<file path="config.mk">
export PLATFORM = sky130hd
export DESIGN_NAME = sleep_wake_watchdog_control
export DESIGN_NICKNAME = d
export VERILOG_FILES = /design/src/verilog/swwd_pkg.sv /design/src/verilog/sleep_wake_watchdog_control.sv
export VERILOG_INCLUDE_DIRS = /design/src /design/src/verilog
export SDC_FILE = /design/constraint.sdc
export NUM_CORES = 1
export LEC_CHECK = 0
export BUFFER_PORTS_ARGS = -buffer_cell sky130_fd_sc_hd__buf_2
export CAP_MARGIN = 0
export CORE_AREA = 5 5 84 125
export CTS_CLUSTER_DIAMETER = 50
export DETAILED_ROUTE_END_ITERATION = 6
export DIE_AREA = 0 0 89 130
export GPL_ROUTABILITY_DRIVEN = 0
export PLACE_DENSITY = 0.7
export SLEW_MARGIN = 20
export SYNTH_ARGS = -nofsm -noshare
export SYNTH_HDL_FRONTEND = slang
export SYNTH_SLANG_ARGS = --single-unit
</file>
<file path="constraint.sdc">
create_clock -name sys_clk -period 2.57 [get_ports sys_clk]
set_input_delay 0.6425 -clock sys_clk [delete_from_list [all_inputs] [get_ports sys_clk]]
set_output_delay 0.6425 -clock sys_clk [all_outputs]
set_load 0.02 [all_outputs]
</file>
<file path="src/verilog/swwd_defs.svh">
// Constants for the sleep, wake-up and watchdog controller.
`ifndef SWWD_DEFS_SVH
`define SWWD_DEFS_SVH
// ==========================================================
// Register map of the plain software port.
`define REG_STATUS 8'h00
`define REG_CONFIG 8'h04
`define CFG_RST 4'hf
// Configuration field positions: [1:0] oscillator, [3:2] postscale.
`define CFG_OSC_LO 0
`define CFG_PS_LO 2
// Status bit positions.
`define ST_PD_BIT 0
`define ST_TO_BIT 1
`define ST_GID_BIT 2
`define ST_SLP_BIT 3
// ==========================================================
// Oscillator mode and postscale select encodings.
`define OSC_EC 2'h3
`define OSC_XT 2'h2
`define OSC_RC 2'h1
`define OSC_LF 2'h0
`define PS_SEL_1 2'h3
`define PS_SEL_256 2'h2
`define PS_SEL_64 2'h1
`define PS_SEL_TMR 2'h0
`define PS_LIM_1 8'h00
`define PS_LIM_256 8'hff
`define PS_LIM_64 8'h3f
`define POWER_UP_DELAY_TIMER_PS_LIM 8'h00
// ==========================================================
// Counter widths and timing.
`define TMR_CNT_W 16
`define PS_W 8
`define OST_TOSC 1024
`define OST_CNT_W 11
// ==========================================================
// Synchronised pins: watchdog RC clock, master clear, brown-out.
`define PIN_RC 0
`define PIN_MCLR 1
`define PIN_BOR 2
`define PIN_RST 3'h6
// Interrupt sources; the low nine may wake the device.
`define NSRC 10
`define WAKE_MASK 10'h1ff
// Last count of the start-up delay, one less than its length in clocks.
`define OSC_DONE_VAL 11'h3ff
`endif

</file>
<file path="src/verilog/swwd_pkg.sv">
// Types shared by the sleep, wake-up and watchdog controller.
`default_nettype none
`include "swwd_defs.svh"
package swwd_pkg;
  // Software port request.
  typedef struct packed {
    logic [7:0] addr;   // Byte address.
    logic [31:0] wdata; // Write data.
    logic wr;           // Write strobe.
    logic rd;           // Read strobe.
  } bus_req_t;
  // Interrupt flags and enables from the sources.
  typedef struct packed {
    logic [`NSRC-1:0] flag;   // Pending flags.
    logic [`NSRC-1:0] enable; // Individual enables.
  } int_src_t;
  // Controls to the processor core and pads.
  typedef struct packed {
    logic device_reset;  // Core held in reset.
    logic core_hold;     // Core stalled for oscillator start-up.
    logic osc_driver_en; // Main oscillator driver on.
    logic io_hold;       // Pins keep their last state.
    logic in_sleep;      // Power-down state.
    logic prefetch_next; // Fetch the word after the sleep instruction.
    logic resume;        // Execution resumes after an interrupt wake.
    logic take_vector;   // Branch to the vector after the next instruction.
  } core_ctl_t;
  // Controller states.
  typedef enum logic [2:0] {
    ST_POWER_UP_DELAY_TIMER, ST_RUN, ST_SLEEP, ST_OST, ST_RST
  } state_t;
endpackage
`default_nettype wire

</file>
<file path="src/verilog/sleep_wake_watchdog_control.sv">
// Sleep, wake-up and watchdog controller for the processor core.
// Summary of operation
// - watchdog counter doubles as power-up delay
// - plain timer mode counts the device clock
// - software cannot read or write counters
// - plain timer overflows after 65536 clocks
// - plain timer overflow clears timeout, no reset
// - clear-watchdog instruction sets timeout flag
// - plain timer stops counting during sleep
// - sleep enters power-down, clears enabled watchdog
// - sleep clears powerdown flag, sets timeout flag
// - sleep stops oscillator driver, pins hold
// - watchdog reset never drives master clear
// - reset events and enabled interrupts wake
// - only listed peripheral interrupts can wake
// - reset wakes reset, interrupt wakes resume
// - powerdown flag set on power-up
// - watchdog reset clears timeout flag
// - sleep instruction prefetches next address
// - wake needs source enable, ignores global disable
// - run next instruction, vector if enabled
// - pending enabled interrupt at sleep wakes immediately
// - watchdog counter cleared on every wake
// - crystal modes wait 1024 clocks on wake
// - postscale select encodes enable and ratio
// - enabled watchdog overflow resets the device
//
// Chosen here: the address-and-strobe port and the register offsets.
`timescale 1ns/100ps
`default_nettype none
`include "swwd_defs.svh"

module sleep_wake_watchdog_control #(
  parameter int WDT_CNT_W = `TMR_CNT_W // Watchdog counter width.
) (
  input wire logic sys_clk,                      // System clock, 200 MHz.
  input wire logic reset_n,                      // Power-on reset, active low.
  input wire swwd_pkg::bus_req_t bus_req,        // Software port request.
  output logic [31:0] rd_data,                   // Read data, cycle after strobe.
  input wire logic sleep_instr,                  // Sleep instruction executes.
  input wire logic clear_wdt_instr,              // Clear-watchdog instruction executes.
  input wire logic global_int_disable,           // Global interrupt disable bit.
  input wire swwd_pkg::int_src_t int_src,        // Interrupt flags and enables.
  input wire logic wdt_rc_clk,                   // Watchdog RC oscillator pin.
  input wire logic master_clear_n,               // Master clear pin level.
  input wire logic brownout_n,                   // Brown-out detector, low in fault.
  output logic master_clear_out,                 // Master clear pin drive value.
  output logic master_clear_oe,                  // Master clear pin drive enable.
  output swwd_pkg::core_ctl_t core_ctl,          // Controls to core and pads.
  output logic timeout_flag,                     // Time-out status flag.
  output logic powerdown_flag                    // Power-down status flag.
);
  import swwd_pkg::*;

  // ==========================================================
  // Declarations.
  logic [2:0] pin_s1_r, pin_s2_r, pin_s3_r; // Three-stage pin synchroniser.
  logic [2:0] pin_stab_r; // Pin levels once stages two and three agree.
  logic rc_prev_r; // Previous stable RC clock level.
  logic rc_rise; // One-cycle pulse on a watchdog RC clock rising edge.
  logic mclr_req, bor_req; // Reset requests from pins.
  logic [3:0] cfg_r; // Oscillator mode and postscale select.
  logic [1:0] osc_mode, ps_sel; // Configuration fields.
  logic wdt_on, xtal; // Watchdog enabled, crystal-type oscillator.
  state_t st_r, st_nxt; // Controller state.
  logic [WDT_CNT_W-1:0] cnt_r; // Watchdog counter.
  logic [`PS_W-1:0] ps_r; // Postscaler.
  logic [`PS_W-1:0] ps_lim; // Postscaler terminal value in use.
  logic tick, cnt_wrap, ps_hit; // Counter step, wrap and full overflow.
  logic wdt_ovf, tmr_ovf, power_up_delay_timer_done; // Overflow events.
  logic cnt_clr; // Clear counter and postscaler.
  logic pending; // Enabled wake-capable interrupt pending.
  logic sleep_go, wake_go, int_wake; // Sleep entry and wake events.
  logic [`OST_CNT_W-1:0] ost_r; // Start-up delay counter.
  logic ost_done; // Start-up delay complete.
  logic bor_seen_r, was_sleep_r, wake_int_r; // Reset and wake history.
  logic resume_go; // Execution resumes after an interrupt wake.

  // Postscaler terminal value for a postscale select code.
  function automatic logic [`PS_W-1:0] ps_limit(input logic [1:0] sel);
    case (sel)
      `PS_SEL_1: ps_limit = `PS_LIM_1;
      `PS_SEL_256: ps_limit = `PS_LIM_256;
      `PS_SEL_64: ps_limit = `PS_LIM_64;
      default: ps_limit = `PS_LIM_1;
    endcase
  endfunction

  // ==========================================================
  // Pin synchronisers.
  // Three flops per pin; a level is taken once stages two and three agree.
  always_ff @(posedge sys_clk or negedge reset_n) begin
    if (!reset_n) begin
      pin_s1_r <= `PIN_RST;
      pin_s2_r <= `PIN_RST;
      pin_s3_r <= `PIN_RST;
    end else begin
      pin_s1_r <= {brownout_n, master_clear_n, wdt_rc_clk};
      pin_s2_r <= pin_s1_r;
      pin_s3_r <= pin_s2_r;
    end
  end

  // Stable level: follows when both late stages agree, else holds.
  always_ff @(posedge sys_clk or negedge reset_n) begin
    if (!reset_n) begin
      pin_stab_r <= `PIN_RST;
      rc_prev_r <= 1'b0;
    end else begin
      pin_stab_r <= (pin_s2_r & pin_s3_r) | (pin_stab_r & (pin_s2_r | pin_s3_r));
      rc_prev_r <= pin_stab_r[`PIN_RC];
    end
  end

  assign rc_rise = pin_stab_r[`PIN_RC] & ~rc_prev_r;
  assign mclr_req = ~pin_stab_r[`PIN_MCLR];
  assign bor_req = ~pin_stab_r[`PIN_BOR];

  // ==========================================================
  // Configuration decode.
  assign osc_mode = cfg_r[`CFG_OSC_LO +: 2];
  assign ps_sel = cfg_r[`CFG_PS_LO +: 2];
  assign wdt_on = (ps_sel != `PS_SEL_TMR);
  assign xtal = (osc_mode == `OSC_XT) || (osc_mode == `OSC_LF);

  // ==========================================================
  // Watchdog counter and postscaler.
  // Power-up delay and watchdog step on RC edges; plain timer mode steps
  // on the device clock and only while running, never in sleep.
  always_comb begin
    if (wdt_on || st_r == ST_POWER_UP_DELAY_TIMER) begin
      tick = rc_rise;
    end else begin
      tick = (st_r == ST_RUN);
    end
  end

  assign ps_lim = (st_r == ST_POWER_UP_DELAY_TIMER) ? `POWER_UP_DELAY_TIMER_PS_LIM : ps_limit(ps_sel);
  assign cnt_wrap = tick & (&cnt_r);
  assign ps_hit = cnt_wrap & (ps_r == ps_lim);
  assign wdt_ovf = ps_hit & wdt_on & (st_r == ST_RUN || st_r == ST_SLEEP);
  assign tmr_ovf = cnt_wrap & ~wdt_on & (st_r == ST_RUN);
  assign power_up_delay_timer_done = ps_hit & (st_r == ST_POWER_UP_DELAY_TIMER);

  // Clearing sources: reset state, enabled sleep, clear instruction, wake.
  assign cnt_clr = (st_r == ST_RST) | (sleep_go & wdt_on) |
                   (clear_wdt_instr & st_r == ST_RUN) | wake_go;

  // Counter steps on tick, postscaler on each counter wrap.
  always_ff @(posedge sys_clk or negedge reset_n) begin
    if (!reset_n) begin
      cnt_r <= '0;
      ps_r <= '0;
    end else if (cnt_clr) begin
      cnt_r <= '0;
      ps_r <= '0;
    end else if (tick) begin
      cnt_r <= cnt_r + 1'b1;
      if (cnt_wrap) begin
        ps_r <= (ps_r == ps_lim) ? '0 : ps_r + 1'b1;
      end
    end
  end

  // ==========================================================
  // Wake sources.
  // Only enabled, wake-capable sources count; global disable is ignored.
  assign pending = |(int_src.flag & int_src.enable & `WAKE_MASK);

  // ==========================================================
  // Controller state machine.
  // Reset pins override everything; watchdog overflow is reset-type.
  always_comb begin
    st_nxt = st_r;
    if (bor_req || mclr_req) begin
      st_nxt = ST_RST;
    end else begin
      case (st_r)
        ST_POWER_UP_DELAY_TIMER: begin
          if (power_up_delay_timer_done) begin
            st_nxt = xtal ? ST_OST : ST_RUN;
          end
        end
        ST_RUN: begin
          if (wdt_ovf) begin
            st_nxt = ST_RST;
          end else if (sleep_instr) begin
            st_nxt = ST_SLEEP;
          end
        end
        ST_SLEEP: begin
          if (wdt_ovf) begin
            st_nxt = ST_RST;
          end else if (pending) begin
            st_nxt = xtal ? ST_OST : ST_RUN;
          end
        end
        ST_OST: begin
          if (ost_done) begin
            st_nxt = ST_RUN;
          end
        end
        ST_RST: begin
          if (bor_seen_r) begin
            st_nxt = ST_POWER_UP_DELAY_TIMER;
          end else if (xtal && was_sleep_r) begin
            st_nxt = ST_OST;
          end else begin
            st_nxt = ST_RUN;
          end
        end
        default: st_nxt = ST_POWER_UP_DELAY_TIMER;
      endcase
    end
  end

  assign sleep_go = (st_r == ST_RUN) && (st_nxt == ST_SLEEP);
  assign wake_go = (st_r == ST_SLEEP) && (st_nxt != ST_SLEEP);
  assign int_wake = wake_go && (st_nxt != ST_RST);
  assign resume_go = (int_wake && !xtal) || (st_r == ST_OST && ost_done && wake_int_r);

  // State register; power-on starts with the power-up delay.
  always_ff @(posedge sys_clk or negedge reset_n) begin
    if (!reset_n) begin
      st_r <= ST_POWER_UP_DELAY_TIMER;
    end else begin
      st_r <= st_nxt;
    end
  end

  // Reset and wake history that picks the exit path.
  always_ff @(posedge sys_clk or negedge reset_n) begin
    if (!reset_n) begin
      bor_seen_r <= 1'b0;
      was_sleep_r <= 1'b0;
      wake_int_r <= 1'b0;
    end else begin
      if (bor_req) begin
        bor_seen_r <= 1'b1;
      end else if (st_r == ST_RST && st_nxt != ST_RST) begin
        bor_seen_r <= 1'b0;
      end
      if (st_r == ST_SLEEP && st_nxt == ST_RST) begin
        was_sleep_r <= 1'b1;
      end else if (st_r == ST_RST && st_nxt != ST_RST) begin
        was_sleep_r <= 1'b0;
      end
      if (int_wake && xtal) begin
        wake_int_r <= 1'b1;
      end else if (st_r != ST_OST) begin
        wake_int_r <= 1'b0;
      end
    end
  end

  // ==========================================================
  // Oscillator start-up delay, counted in device clocks.
  assign ost_done = (ost_r == `OSC_DONE_VAL);
  always_ff @(posedge sys_clk or negedge reset_n) begin
    if (!reset_n) begin
      ost_r <= '0;
    end else if (st_r != ST_OST) begin
      ost_r <= '0;
    end else if (!ost_done) begin
      ost_r <= ost_r + 1'b1;
    end
  end

  // ==========================================================
  // Status flags.
  // Overflow clearing wins over instruction setting in the same cycle.
  always_ff @(posedge sys_clk or negedge reset_n) begin
    if (!reset_n) begin
      timeout_flag <= 1'b1;
    end else if (wdt_ovf || tmr_ovf) begin
      timeout_flag <= 1'b0;
    end else if ((clear_wdt_instr && st_r == ST_RUN) || sleep_go) begin
      timeout_flag <= 1'b1;
    end
  end

  // Power-down flag is set at power-up and by brown-out, cleared by sleep.
  always_ff @(posedge sys_clk or negedge reset_n) begin
    if (!reset_n) begin
      powerdown_flag <= 1'b1;
    end else if (bor_req) begin
      powerdown_flag <= 1'b1;
    end else if (sleep_go) begin
      powerdown_flag <= 1'b0;
    end
  end

  // ==========================================================
  // Core and pad controls, registered from the next state.
  always_ff @(posedge sys_clk or negedge reset_n) begin
    if (!reset_n) begin
      core_ctl <= '0;
      core_ctl.device_reset <= 1'b1;
      core_ctl.osc_driver_en <= 1'b1;
    end else begin
      core_ctl.device_reset <= (st_nxt == ST_POWER_UP_DELAY_TIMER) || (st_nxt == ST_RST) ||
                               (st_nxt == ST_OST && !(wake_int_r || (int_wake && xtal)));
      core_ctl.core_hold <= (st_nxt == ST_OST);
      core_ctl.osc_driver_en <= (st_nxt != ST_SLEEP);
      core_ctl.io_hold <= (st_nxt == ST_SLEEP);
      core_ctl.in_sleep <= (st_nxt == ST_SLEEP);
      core_ctl.prefetch_next <= sleep_go;
      core_ctl.resume <= resume_go;
      core_ctl.take_vector <= resume_go && !global_int_disable;
    end
  end

  // The watchdog resets the core internally and never pulls the pin.
  assign master_clear_out = 1'b0;
  assign master_clear_oe = 1'b0;

  // ==========================================================
  // Software port.
  // Only configuration is writable; counters have no address at all.
  always_ff @(posedge sys_clk or negedge reset_n) begin
    if (!reset_n) begin
      cfg_r <= `CFG_RST;
    end else if (bus_req.wr && bus_req.addr == `REG_CONFIG) begin
      cfg_r <= bus_req.wdata[3:0];
    end
  end

  // Read data stand for one cycle after the strobe; unmapped reads zero.
  always_ff @(posedge sys_clk or negedge reset_n) begin
    if (!reset_n) begin
      rd_data <= '0;
    end else begin
      rd_data <= '0;
      if (bus_req.rd) begin
        case (bus_req.addr)
          `REG_STATUS: begin
            rd_data[`ST_PD_BIT] <= powerdown_flag;
            rd_data[`ST_TO_BIT] <= timeout_flag;
            rd_data[`ST_GID_BIT] <= global_int_disable;
            rd_data[`ST_SLP_BIT] <= (st_r == ST_SLEEP);
          end
          `REG_CONFIG: rd_data[3:0] <= cfg_r;
          default: rd_data <= '0;
        endcase
      end
    end
  end

endmodule // sleep_wake_watchdog_control
`default_nettype wire

</file>
[Yosys cells after proc, flatten, opt, wreduce, memory -nomap -nowiden]
Cells that the tools add are included.
Widths: inputs -> output; s select.
Word-level totals
  flip-flop bits (word level): 71
  output and inout port bits: 44
  logic and storage cells: 140
Cells by class
  add/subtract/negate cells: 3
  eq/ne operators: 19
  mux-type cells: 33
  bitwise gates (word level): 22
  reduce and logical (&&, ||, !) cells: 40
Operators by type and width (number)
  $mux 8: 5
  $mux 16: 2
  $mux 11: 2
  $mux 3: 7
  $add 16x1->16 const B: 1
  $pmux 8 s2: 1
  $reduce_and 16->1: 1
  $pmux 3 s5: 1
  $logic_and 1x1->1: 14
  $eq 3x2->1 const B: 4
  $reduce_bool 2->1: 6
  $add 11x1->11 const B: 1
  $eq 11x10->1 const B: 1
  $and 1x1->1: 10
  $logic_or 1x1->1: 10
  $mux 1: 10
  $and 9x9->9: 1
  $reduce_or 9->1: 1
  $add 8x1->8 const B: 1
  $eq 8x3->1 const B: 1
  $eq 8x8->1: 1
  $logic_not 8->1: 1
  $pmux 4 s2: 1
  $and 3x3->3: 2
  16 further kinds: 32

[Logic depth before layout (Yosys ltp)]
Gate-level depths: netlist of run 1.
  depth after elaboration: 18
  gate-level depth with buffers: 11
  gate-level depth less buffers: 9

[Least setup slack after synthesis of run 1]
Ideal clock, no wire load.
  path type: register to register
  start point: register cfg_r[2]
  end point: register cnt_r[10]
  library setup time: 0.151 ns
  arrival time: 2.704 ns
  slack: -0.285 ns
  stages on the path, launching flop included: 11
  buffers on the path: 2
  cells stage by stage: dfstp_2 inv_1 ha_1 a22o_1 or4_4 buf_6 nor3_1 nor4_1 a21oi_2 buf_6 a211oi_2
On the way
  word-level cells in the longest chain between the ends: 17
  elaborated cells on any way between the ends: 28
  classes of those cells: eq/ne: 5; mux: 9; bitwise: 9; reduce/logical: 5
RTL lines
  from (decl): RTL line sleep_wake_watchdog_control.sv:62  | logic [3:0] cfg_r;
  from (signal assigned): RTL line sleep_wake_watchdog_control.sv:322  | cfg_r <= `CFG_RST;
  from (signal assigned): RTL line sleep_wake_watchdog_control.sv:324  | cfg_r <= bus_req.wdata[3:0];
  $eq 2x1->1, or another cell as far along: RTL line sleep_wake_watchdog_control.sv:81  | case (sel)
  $pmux 8 s2 / $logic_or 1x1->1 (equally long branches): RTL line sleep_wake_watchdog_control.sv:81, sleep_wake_watchdog_control.sv:131
  $mux 8 / $mux 1 (equally long branches): RTL line sleep_wake_watchdog_control.sv:138, sleep_wake_watchdog_control.sv:131
  $eq 8x8->1 / $and 1x1->1 (equally long branches): RTL line sleep_wake_watchdog_control.sv:140, sleep_wake_watchdog_control.sv:139
  $and 1x1->1: RTL line sleep_wake_watchdog_control.sv:140  | assign ps_hit = cnt_wrap & (ps_r == ps_lim);
  $and 1x1->1 (2 in series): RTL line sleep_wake_watchdog_control.sv:141  | assign wdt_ovf = ps_hit & wdt_on & (st_r == ST_RUN || st_r == ST_SLEEP);
  $mux 3 (on tied branches): RTL line sleep_wake_watchdog_control.sv:192, sleep_wake_watchdog_control.sv:185
  $pmux 3 s5: RTL line sleep_wake_watchdog_control.sv:178  | case (st_r)
  $mux 3: RTL line sleep_wake_watchdog_control.sv:175  | if (bor_req || mclr_req) begin
  $eq 3x2->1: RTL line sleep_wake_watchdog_control.sv:217  | assign sleep_go = (st_r == ST_RUN) && (st_nxt == ST_SLEEP);
  $logic_and 1x1->1: RTL line sleep_wake_watchdog_control.sv:217
  $and 1x1->1: RTL line sleep_wake_watchdog_control.sv:146  | assign cnt_clr = (st_r == ST_RST) | (sleep_go & wdt_on) |
  $or 1x1->1 (2 in series): RTL line sleep_wake_watchdog_control.sv:146
  $or 1x1->1: RTL line sleep_wake_watchdog_control.sv:147  | (clear_wdt_instr & st_r == ST_RUN) | wake_go;
  $mux 16 / $reduce_bool 2->1 (equally long branches)
  to (signal assigned): RTL line sleep_wake_watchdog_control.sv:158  | cnt_r <= cnt_r + 1'b1;
  to (decl): RTL line sleep_wake_watchdog_control.sv:66  | logic [WDT_CNT_W-1:0] cnt_r;
Parallel ways exist; a longest one is shown, timed or not.
A chain may end at the register's enable or synchronous reset.

[Worst setup path in the final report of run 1]
  start point: register cfg_r[3]
  end point: register cnt_r[0]
Same word-level chain as after synthesis.

==> results of run 1 <==
==> logic make-up (layout without fill, tap and decap cells) <==
family                   Yosys count  in the layout  synth area share
AO/OA/AOI/OAI                     83             84            0.1946
flip-flops                        71             71            0.4442
XOR/XNOR                          22             22           0.04763
multiplexers                       7              7           0.01825
buffers and inverters             58            154           0.09403
other                              1             30         0.0009270
adder cells (fa/ha/maj)            8              8           0.02289
AND/OR/NAND/NOR                  139            139            0.1775
==> layer usage <==
layer  GRT usage  vias up  part of all wire
met5           0        -                 0
met4     0.08852        0             0.030
met3     0.03917       22             0.055
met2      0.3325       92              0.55
met1      0.1824     1642              0.36
li1            -     1591                 -
==> where the power goes <==
part	leakage, µW	switching (µW)	internal, µW
combinational	0.00130	217	167
clock	0.000142	475	777
sequential	0.000916	26.7	1160
==> worst paths after layout <==
check / endpoint / depth (start not counted) / slack (ns) / startpoint
hold / removal: cnt_r[3] / 2 / 0.30 / reset_n
min in group sys_clk: pin_s2_r[0] / 0 / 0.35 / pin_s1_r[0]
max in group asynchronous: pin_s3_r[1] / 2 / 1.90 / reset_n
setup reg to reg: cnt_r[0] / 9 / -0.26 / cfg_r[3]
setup / recovery: cnt_r[0] / 9 / -0.26 / cfg_r[3]
hold reg to reg: pin_s2_r[0] / 0 / 0.35 / pin_s1_r[0]
==> per-stage QoR <==
stage,TNS [ns],util
3_5_place_dp,-6.775,0.5116
6_report,-4.868,0.5727
3_3_place_gp,-5.207,0.5116
4_1_cts,-5.554,0.5644
5_1_grt,-8.521,0.5727
2_1_floorplan,-3.987,-
==> sequential cells by signal, summed over array words and instances, names as in the netlist, 4 cells and up <==
register	flops
cnt_r	16
ost_r	11
ps_r	8
core_ctl	7
cfg_r	4
rd_data	4
==> critical path, cell delays in order, from the launching register on <==
cell and delay (ns):
sky130_fd_sc_hd__dfstp_2 0.54, sky130_fd_sc_hd__inv_2 0.05, sky130_fd_sc_hd__ha_4 0.17, sky130_fd_sc_hd__a22o_1 0.26, sky130_fd_sc_hd__or4_4 0.49, sky130_fd_sc_hd__buf_4 0.17, sky130_fd_sc_hd__nor3_4 0.17, sky130_fd_sc_hd__nor4_2 0.10
sky130_fd_sc_hd__a31o_2 0.35, sky130_fd_sc_hd__a2111oi_2 0.40
==> cell usage in the layout (no fill, tap or decap), types with 3 or more instances in the layout <==
master and instances:
sky130_fd_sc_hd__a2111oi_2 3, sky130_fd_sc_hd__a211oi_2 20, sky130_fd_sc_hd__a21oi_1 10, sky130_fd_sc_hd__a22o_1 5, sky130_fd_sc_hd__a22oi_1 4, sky130_fd_sc_hd__and3_1 9, sky130_fd_sc_hd__buf_2 53, sky130_fd_sc_hd__buf_4 65
sky130_fd_sc_hd__buf_6 9, sky130_fd_sc_hd__clkbuf_16 9, sky130_fd_sc_hd__conb_1 30, sky130_fd_sc_hd__dfrtp_1 55, sky130_fd_sc_hd__dfstp_2 16, sky130_fd_sc_hd__ha_1 3, sky130_fd_sc_hd__inv_1 6, sky130_fd_sc_hd__inv_2 3
sky130_fd_sc_hd__maj3_1 3, sky130_fd_sc_hd__mux2_2 3, sky130_fd_sc_hd__mux2i_1 4, sky130_fd_sc_hd__nand2_1 39, sky130_fd_sc_hd__nand3_1 14, sky130_fd_sc_hd__nand3b_1 3, sky130_fd_sc_hd__nand4_1 7, sky130_fd_sc_hd__nor2_1 26
sky130_fd_sc_hd__nor2b_1 9, sky130_fd_sc_hd__nor3_1 6, sky130_fd_sc_hd__nor4_1 3, sky130_fd_sc_hd__o211ai_1 4, sky130_fd_sc_hd__o21ai_0 15, sky130_fd_sc_hd__or4_4 3, sky130_fd_sc_hd__xnor2_1 16, sky130_fd_sc_hd__xor2_1 6
==> cell type report <==
type                       instances  share of cell area
clock buffer                      11             0.04607
sequential                        71              0.3410
inverter                           9            0.006412
tap                              112             0.02660
multi-input combinational        290              0.3990
clock inverter                     5             0.01116
timing repair buffer             129              0.1698
==> repair_timing <==
action	CTS	global route
setup endpoints to repair	31	35
cloned	1	0
pin swaps	25	17
gates resized for setup	17	6
buffers inserted	13	8
hold endpoints to repair	0	0
==> flow_metrics.env, run 1 <==
export IMPL_power_per_cell_area_nw_per_um2=536.0
export IMPL_route_vias_total=3347
export IMPL_synthDominantAreaCellType="sky130_fd_sc_hd__dfrtp_1"
export IMPL_grt_first_pass_wirelength_mm=15.88
export IMPL_final_layout_size_suffix_gt1_frac=0.4155
export IMPL_final_period_minus_worst_setup_slack_ns=2.825
export IMPL_row_count=43
export IMPL_final_design_area_no_fill_um2=5269
export IMPL_synth_seq_cells=71
export IMPL_syn_avg_cell_area_um2=10.40
export IMPL_run_status="complete, but fails checks"
export IMPL_largest_net_degree_at_the_start_of_global_routing=72
export IMPL_area_growth_pct=30.25
export IMPL_die_area_um2=11570
export IMPL_finalHoldWorstSlack_ns=0.3027
export IMPL_final_setup_skew_ns=0.005585
export IMPL_core_region_area_um2=9200
export IMPL_postLayoutSetupSlackWorst_ns=-0.2552
export IMPL_cts_htree_levels=3
export IMPL_async_reset_ff_frac=1.000
export IMPL_die_height_um=130
export IMPL_fin_cells=627
export IMPL_detailedRoute_firstIterationViolations=192
export IMPL_total_routing_usage_reported_by_global_routing=0.1784
export IMPL_cts_hold_repair_buffers=0
export IMPL_final_hold_viol_count=0
export IMPL_timing_critical_path_fanout_max=5
export IMPL_cts_root_buffer_cell="sky130_fd_sc_hd__clkbuf_16"
export IMPL_min_delay_path_class="in2async"
export IMPL_post_synth_top_count_cell="sky130_fd_sc_hd__dfrtp_1"
export IMPL_wire_length_per_cell_um=15.78
export IMPL_io_buffer_count=53
export IMPL_die_width_um=89
export IMPL_static_leakage_power_uw=0.002358
export IMPL_rsz_0062_raised_after_global_routing="true"
export IMPL_ys_types=58
export IMPL_violations="negative setup slack"
export IMPL_dpl_worst_slack_ns=-0.3030
export IMPL_dpl_hpwl_mm=6.931
export IMPL_timing_worst_setup_path_type="reg2reg"
export IMPL_max_slew_margin=0.6142
export IMPL_floorplan_io_pins=114
export IMPL_fraction_of_synthesized_cell_area_taken_by_the_top_area_cell_type=0.3402
export IMPL_total_power_uw=2824
export IMPL_synth_warning_count=0
export IMPL_final_max_slew_viol_count=0
export IMPL_initial_utilization=0.4397
export IMPL_number_of_cells_produced_by_synthesis=389
export IMPL_number_of_global_route_vias_before_repair=3439
export IMPL_sequential_area_share_after_synthesis=0.4442
export IMPL_multiInputGateArea_um2=2102
export IMPL_drt_wl_total_mm=9.893
export IMPL_mappedNetlistArea_um2=4045
export IMPL_crit_path_start_kind="flip-flop"
export IMPL_timing_critical_path_arrival_ns=3.04
export IMPL_ctsLongestPathBuffers=2
export IMPL_tritoncts_num_sinks=71
export IMPL_antenna_cells=0
export IMPL_sequential_cell_area_um2=1797
export IMPL_layout_filler_cells=769
export IMPL_cts_tree="done"
export IMPL_detailed_place_area_um2=4707
export IMPL_timing_final_crit_share=1.099
export IMPL_worst_max_slew_pin_slew_ns=0.5734
export IMPL_synth_commonest_cells="sky130_fd_sc_hd__dfrtp_1, sky130_fd_sc_hd__nand2_1, sky130_fd_sc_hd__buf_4"
export IMPL_cts_buffer_count=9
export IMPL_cap_violations=0
export IMPL_drt_drc_violations_left=0
export IMPL_drtAntennaViolNets=0
export IMPL_number_of_vias_per_cell_after_detailed_routing=5.338
export IMPL_setup_viol=34
export IMPL_synth_edf_count=0
export IMPL_clk_pin_slew_ns=0.06
export IMPL_fmax_mhz=354.0
export IMPL_finalNetCount=585
export IMPL_cp_end_kind="flip-flop"
export IMPL_initial_antenna_violation_count=0
export IMPL_cp_data_required_time_ns=2.79
export IMPL_synth_top_flop_cell="sky130_fd_sc_hd__dfrtp_1"
export IMPL_total_overflow_reported_by_the_global_router=0
export IMPL_place_detailed_instances=590
export IMPL_clock_insertion_delay_worst_skew_ns=0.34
export IMPL_synth_top_cells_by_area="sky130_fd_sc_hd__dfrtp_1, sky130_fd_sc_hd__dfstp_2, sky130_fd_sc_hd__a211oi_2"
export IMPL_vdd_ir_drop_worst_uv=533.9
export IMPL_dr_pass1_iters=4
Note: power is estimated with default switching activity, not from simulation.
==> run 2, diff against run 1 <==
- ABC_AREA: not set -> 1
- CORE_AREA: 5 5 84 125 -> 5 5 83 124
- DIE_AREA: 0 0 89 130 -> 0 0 88 129
==> run 2 against run 1 <==
Net effect:
- the run now ends clean
- cell count rose by 3.3%
- flip-flop and latch count unchanged
- non-clock buffer count shrank 52
- area after synthesis decreased by 1.8%
- critical path type unchanged
- largest cell class unchanged
- largest power group unchanged
==> flow_metrics.env, run 2 <==
export IMPL_run_status="finished clean"
export IMPL_finalHoldWorstSlack_ns=0.2933
export IMPL_floorplan_io_pins=114
export IMPL_multiInputGateArea_um2=1826
export IMPL_critical_path_cell_chain="inv_1 -> ha_4 -> inv_4 -> o21ai_2 -> nand2_4 -> nand3_4 -> nor2_4 -> nand3_4 -> nand2_2 -> inv_2 -> nor2_4 -> nand3_4 -> nor2_4 -> nand2_2 -> nand2_4 -> clkbuf_16 -> nor2_4"
export IMPL_detailedRoute_firstIterationViolations=155
export IMPL_die_area_um2=11350
export IMPL_path_buf_inv=4
export IMPL_area_growth_pct=21.57
export IMPL_largest_register="cnt_r"
export IMPL_cts_hold_repair_buffers=0
export IMPL_antenna_cells=0
export IMPL_drtAntennaViolNets=0
export IMPL_final_hold_viol_count=0
export IMPL_synth_top_cells_by_area="sky130_fd_sc_hd__dfrtp_1, sky130_fd_sc_hd__dfstp_2, sky130_fd_sc_hd__nand2_1"
export IMPL_drt_drc_violations_left=0
export IMPL_cts_htree_levels=3
export IMPL_final_layout_size_suffix_gt1_frac=0.3078
export IMPL_reg2reg_end="cnt_r[10]"
export IMPL_top_regs="cnt_r (16), ost_r (11), ps_r (8)"
export IMPL_cts_root_buffer_cell="sky130_fd_sc_hd__clkbuf_16"
export IMPL_layout_commonest_cell="sky130_fd_sc_hd__nand2_1"
export IMPL_synth_edf_count=0
export IMPL_die_width_um=88
export IMPL_largest_net_degree_at_the_start_of_global_routing=49
export IMPL_clock_insertion_delay_worst_skew_ns=0.33
export IMPL_synth_commonest_cells="sky130_fd_sc_hd__nand2_1, sky130_fd_sc_hd__dfrtp_1, sky130_fd_sc_hd__inv_1"
export IMPL_worst_path_most_repeated_cell="sky130_fd_sc_hd__nor2_4"
export IMPL_initial_utilization=0.4369
export IMPL_timing_worst_setup_path_type="reg2reg"
export IMPL_static_leakage_power_uw=0.002265
export IMPL_wire_length_per_cell_um=12.55
export IMPL_core_region_area_um2=9092
export IMPL_row_count=43
export IMPL_fraction_of_synthesized_cell_area_taken_by_the_top_area_cell_type=0.3465
export IMPL_synth_seq_cells=71
export IMPL_route_vias_total=3052
export IMPL_setup_viol=0
export IMPL_max_reg_flops=16
export IMPL_cts_tree="done"
export IMPL_sequential_area_share_after_synthesis=0.4523
export IMPL_synth_warning_count=0
export IMPL_fmax_mhz=401.8
export IMPL_cp_data_required_time_ns=2.78
export IMPL_final_setup_skew_ns=0.008893
export IMPL_drt_wl_total_mm=8.132
export IMPL_worst_path_largest_cell_delay_ns=0.54
export IMPL_grt_first_pass_wirelength_mm=12.94
export IMPL_final_period_minus_worst_setup_slack_ns=2.489
export IMPL_number_of_vias_per_cell_after_detailed_routing=4.710
export IMPL_cp_end_kind="flip-flop"
export IMPL_mostFrequentLayoutCells="sky130_fd_sc_hd__nand2_1, sky130_fd_sc_hd__dfrtp_1, sky130_fd_sc_hd__buf_2"
export IMPL_mappedNetlistArea_um2=3973
export IMPL_clk_pin_slew_ns=0.06
export IMPL_layout_filler_cells=805
export IMPL_total_overflow_reported_by_the_global_router=0
export IMPL_dpl_hpwl_mm=6.042
export IMPL_sequential_cell_area_um2=1797
export IMPL_syn_avg_cell_area_um2=8.887
export IMPL_finalCoreUtilization=0.5312
export IMPL_crit_family="simple AND/OR/NAND/NOR gates"
export IMPL_timing_final_crit_share=0.9683
export IMPL_initial_antenna_violation_count=0
export IMPL_post_synth_top_count_cell="sky130_fd_sc_hd__nand2_1"
export IMPL_tritoncts_num_sinks=71
export IMPL_die_height_um=129
export IMPL_timing_critical_path_arrival_ns=2.70
export IMPL_detailed_place_area_um2=4369
export IMPL_synthDominantAreaCellType="sky130_fd_sc_hd__dfrtp_1"
export IMPL_slowest_stage="sky130_fd_sc_hd__dfstp_2"
export IMPL_finalNetCount=606
export IMPL_ys_types=42
export IMPL_dr_pass1_iters=4
export IMPL_timing_critical_path_fanout_max=5
export IMPL_max_slew_margin=0.6227
export IMPL_timing_rr_start="cfg_r[3]"
export IMPL_cap_violations=0
export IMPL_total_routing_usage_reported_by_global_routing=0.1451
export IMPL_async_reset_ff_frac=1.000
export IMPL_crit_path_start_kind="flip-flop"
export IMPL_r2r_worst_path_cells=17
export IMPL_r2r_setup_slack_ns=0.08
export IMPL_ctsLongestPathBuffers=2
export IMPL_cts_buffer_count=9
export IMPL_synth_top_flop_cell="sky130_fd_sc_hd__dfrtp_1"
export IMPL_number_of_cells_produced_by_synthesis=447
export IMPL_final_max_slew_viol_count=0
export IMPL_worst_max_slew_pin_slew_ns=0.5608
export IMPL_vdd_ir_drop_worst_uv=340.4
export IMPL_final_design_area_no_fill_um2=4830
export IMPL_power_per_cell_area_nw_per_um2=582.1
export IMPL_number_of_global_route_vias_before_repair=2957
export IMPL_min_delay_path_class="in2async"
export IMPL_io_buffer_count=53
[run 2: kinds of logic after synthesis]
group           Yosys count  synth area share
buf+inv                  89            0.1216
simple gates            212            0.2957
flops                    71            0.4523
fa+ha+maj                 8           0.02331
xor+xnor                 12           0.02646
other cells               1         0.0009440
compound gates           52           0.07433
mux                       2          0.005354
[run 2: area by class of cell]
type,instances,area share
Multi-Input combinational cell,316,0.3780
Sequential cell,71,0.3720
Timing Repair Buffer,77,0.1098
Clock buffer,11,0.05026
Inverter,56,0.04404
Tap cell,112,0.02902
Clock inverter,5,0.01684
[run 2: how the worst max path moves through the flow]
stage,startpoint,end,slack [ns],cells past startpoint
finish,cfg_r[3],cnt_r[10],0.08,17
global route,cfg_r[3],cnt_r[10],-0.04,17
CTS,cfg_r[2],cnt_r[13],0.007,17
detailed placement,cfg_r[2],cnt_r[9],0.03,17
global placement,cfg_r[2],cnt_r[9],0.04,17
floorplan,cfg_r[2],cnt_r[5],0.23,15
[run 2: where the power goes]
part | total (µW) | leakage (µW) | internal (µW) | switching, µW
registers | 1170 | 0.000917 | 1150 | 14.8
clock network | 1340 | 0.000156 | 876 | 460
logic | 309 | 0.00119 | 117 | 192
total | 2810 | 0.00227 | 2140 | 667
[run 2: metal layers]
| layer | global-route usage | up-vias | routed length [µm] |
|---|---|---|---|
| met5 | 0 | - | 0 |
| met4 | 0.06233 | 0 | 175 |
| met3 | 0.03267 | 15 | 429 |
| met2 | 0.2664 | 63 | 4485 |
| met1 | 0.1556 | 1438 | 3042 |
| li1 | - | 1536 | - |
[run 2: timing repair]
item	CTS	global route
buffers inserted	0	8
gates resized for setup	0	7
setup endpoints to repair	0	24
[run 2: metrics by stage]
stage          setup TNS (ns)  total power (µW)  cells  setup slack, ns
2_1_floorplan               0              1396    476           0.2326
3_3_place_gp                0              1456    622          0.04376
3_5_place_dp                0              1461    622          0.02834
4_1_cts                     0              2802    638         0.006684
5_1_grt               -0.4392              2919    648         -0.03886
6_report                    0              2811    648          0.08138
==> run 3, diff against run 2 <==
- CORE_AREA: 5 5 83 124 -> 5 5 92 111
- DIE_AREA: 0 0 88 129 -> 0 0 97 116
- PLACE_DENSITY: 0.7 -> 0.8
==> run 3 against run 2 <==
Net effect:
- via count is 2.1% higher
- combinational power is 2% lower
- cell count is 1.5% higher
- worst setup slack better by 0.015 ns
- register-to-register slack hardly changed
- largest power group is now registers
==> flow_metrics.env, run 3 (synthesized netlist as in run 2, its figures left out) <==
export IMPL_area_growth_pct=19.09
export IMPL_antenna_cells=0
export IMPL_cp_data_required_time_ns=2.81
export IMPL_cap_violations=0
export IMPL_drt_wl_total_mm=8.455
export IMPL_floorplan_io_pins=114
export IMPL_drt_drc_violations_left=0
export IMPL_tritoncts_num_sinks=71
export IMPL_cts_htree_levels=3
export IMPL_mostFrequentLayoutCells="sky130_fd_sc_hd__nand2_1, sky130_fd_sc_hd__dfrtp_1, sky130_fd_sc_hd__buf_2"
export IMPL_reg2reg_end="cnt_r[13]"
export IMPL_initial_utilization=0.4421
export IMPL_die_height_um=116
export IMPL_timing_worst_setup_path_type="reg2reg"
export IMPL_run_status="finished clean"
export IMPL_die_area_um2=11250
export IMPL_total_overflow_reported_by_the_global_router=0
export IMPL_largest_net_degree_at_the_start_of_global_routing=33
export IMPL_setup_viol=0
export IMPL_max_slew_margin=0.6470
export IMPL_crit_path_start_kind="flip-flop"
export IMPL_final_max_slew_viol_count=0
export IMPL_grt_first_pass_wirelength_mm=13.86
export IMPL_route_vias_total=3117
export IMPL_cts_buffer_count=9
export IMPL_final_layout_size_suffix_gt1_frac=0.3086
export IMPL_detailroute_wirelength_met2_mm=4.525
export IMPL_final_hold_viol_count=0
export IMPL_layout_commonest_cell="sky130_fd_sc_hd__nand2_1"
export IMPL_row_count=38
export IMPL_wire_length_per_cell_um=12.85
export IMPL_max_reg_flops=16
export IMPL_total_routing_usage_reported_by_global_routing=0.1502
export IMPL_finalNetCount=608
export IMPL_clk_pin_slew_ns=0.08
export IMPL_cts_tree="done"
export IMPL_cp_end_kind="flip-flop"
export IMPL_final_setup_skew_ns=0.01083
export IMPL_io_buffer_count=53
export IMPL_timing_final_crit_share=0.9625
export IMPL_vdd_ir_drop_worst_uv=299.8
export IMPL_cts_hold_repair_buffers=0
export IMPL_r2r_worst_path_cells=17
export IMPL_ctsLongestPathBuffers=2
export IMPL_largest_register="cnt_r"
export IMPL_top_regs="cnt_r (16), ost_r (11), ps_r (8)"
export IMPL_maxUsedRoutingLayer="met4"
export IMPL_wl_met3_um=433
export IMPL_dpl_worst_slack_ns=0.05529
export IMPL_timing_rr_start="cfg_r[3]"
export IMPL_static_leakage_power_uw=0.002219
export IMPL_clock_insertion_delay_worst_skew_ns=0.35
export IMPL_cts_root_buffer_cell="sky130_fd_sc_hd__clkbuf_8"
export IMPL_number_of_global_route_vias_before_repair=3170
export IMPL_detailedRoute_firstIterationViolations=137
export IMPL_core_region_area_um2=8986
export IMPL_initial_antenna_violation_count=0
export IMPL_dpl_hpwl_mm=6.219
export IMPL_finalCoreUtilization=0.5265
export IMPL_timing_critical_path_fanout_max=5
export IMPL_wirelength_met1_mm=3.307
export IMPL_r2r_setup_slack_ns=0.1
export IMPL_die_width_um=97
export IMPL_final_period_minus_worst_setup_slack_ns=2.474
export IMPL_timing_critical_path_arrival_ns=2.71
export IMPL_layout_filler_cells=797
export IMPL_worst_max_slew_pin_slew_ns=0.5295
export IMPL_number_of_vias_per_cell_after_detailed_routing=4.737
export IMPL_drtAntennaViolNets=0
export IMPL_fmax_mhz=404.3
export IMPL_min_delay_path_class="in2async"
export IMPL_postLayoutSetupSlackWorst_ns=0.09633
export IMPL_power_per_cell_area_nw_per_um2=519.7
export IMPL_dr_pass1_iters=4
## run 3: critical path, cell delays in order (launching register included)
cell	delay, ns
sky130_fd_sc_hd__dfstp_2	0.56
sky130_fd_sc_hd__inv_2	0.06
sky130_fd_sc_hd__ha_4	0.16
sky130_fd_sc_hd__inv_4	0.07
sky130_fd_sc_hd__o21ai_4	0.07
sky130_fd_sc_hd__nand2_4	0.11
sky130_fd_sc_hd__nand3_4	0.09
sky130_fd_sc_hd__nor2_4	0.18
sky130_fd_sc_hd__nand3_4	0.11
sky130_fd_sc_hd__nand2_2	0.08
sky130_fd_sc_hd__inv_2	0.05
sky130_fd_sc_hd__nor2_4	0.12
sky130_fd_sc_hd__nand3_4	0.13
sky130_fd_sc_hd__nor2_4	0.14
sky130_fd_sc_hd__nand2_2	0.07
sky130_fd_sc_hd__nand2_4	0.13
sky130_fd_sc_hd__clkbuf_16	0.19
sky130_fd_sc_hd__nor2_4	0.03
## run 3: cell type report
cell class / count / area [µm²] / share of cell area
Clock buffer: 10 / 127.6 / 0.02698
Clock inverter: 6 / 93.84 / 0.01984
Inverter: 56 / 212.7 / 0.04496
Multi-Input combinational cell: 316 / 1822 / 0.3851
Sequential cell: 71 / 1797 / 0.3798
Tap cell: 120 / 150.1 / 0.03174
Timing Repair Buffer: 79 / 528.0 / 0.1116
## run 3: stage by stage
stage	power, µW	hold WS, ns	cell area (µm²)	cells	TNS [ns]
after global routing	2555	0.2863	4731	658	-0.7694
after global placement	1452	0.3347	4379	630	0
after CTS	2446	0.2658	4601	646	0
after detailed placement	1460	0.3355	4379	630	0
after floorplan	1396	0.3312	4081	476	0
final	2459	0.2659	4731	658	0
## run 3: routing by layer
metal | global-route usage | vias to the layer above
li1 | - | 1538
met1 | 0.1651 | 1472
met2 | 0.2781 | 86
met3 | 0.03010 | 21
met4 | 0.07303 | 0
met5 | 0 | -
## run 3: worst max-delay path by stage
stage / from / to / slack, ns / cells after the start
final: cfg_r[3] / cnt_r[13] / 0.1 / 17
after global routing: cfg_r[3] / cnt_r[13] / -0.06 / 17
after floorplan: cfg_r[2] / cnt_r[5] / 0.23 / 15
after global placement: cfg_r[2] / cnt_r[9] / 0.09 / 17
after detailed placement: cfg_r[2] / cnt_r[11] / 0.06 / 17
after CTS: cfg_r[3] / cnt_r[11] / 0.0002 / 17
## run 3: timing repair
item                       in CTS  in global routing
buffers inserted                0                 11
setup endpoints to repair       0                 24
gates resized for setup         0                  7
## run 3: power breakdown
group	switching (µW)	internal (µW)	total [µW]	leakage [µW]
logic	192	112	303	0.00119
registers	15.8	1150	1160	0.000917
clock network	437	553	990	0.000107
total	645	1810	2460	0.00222
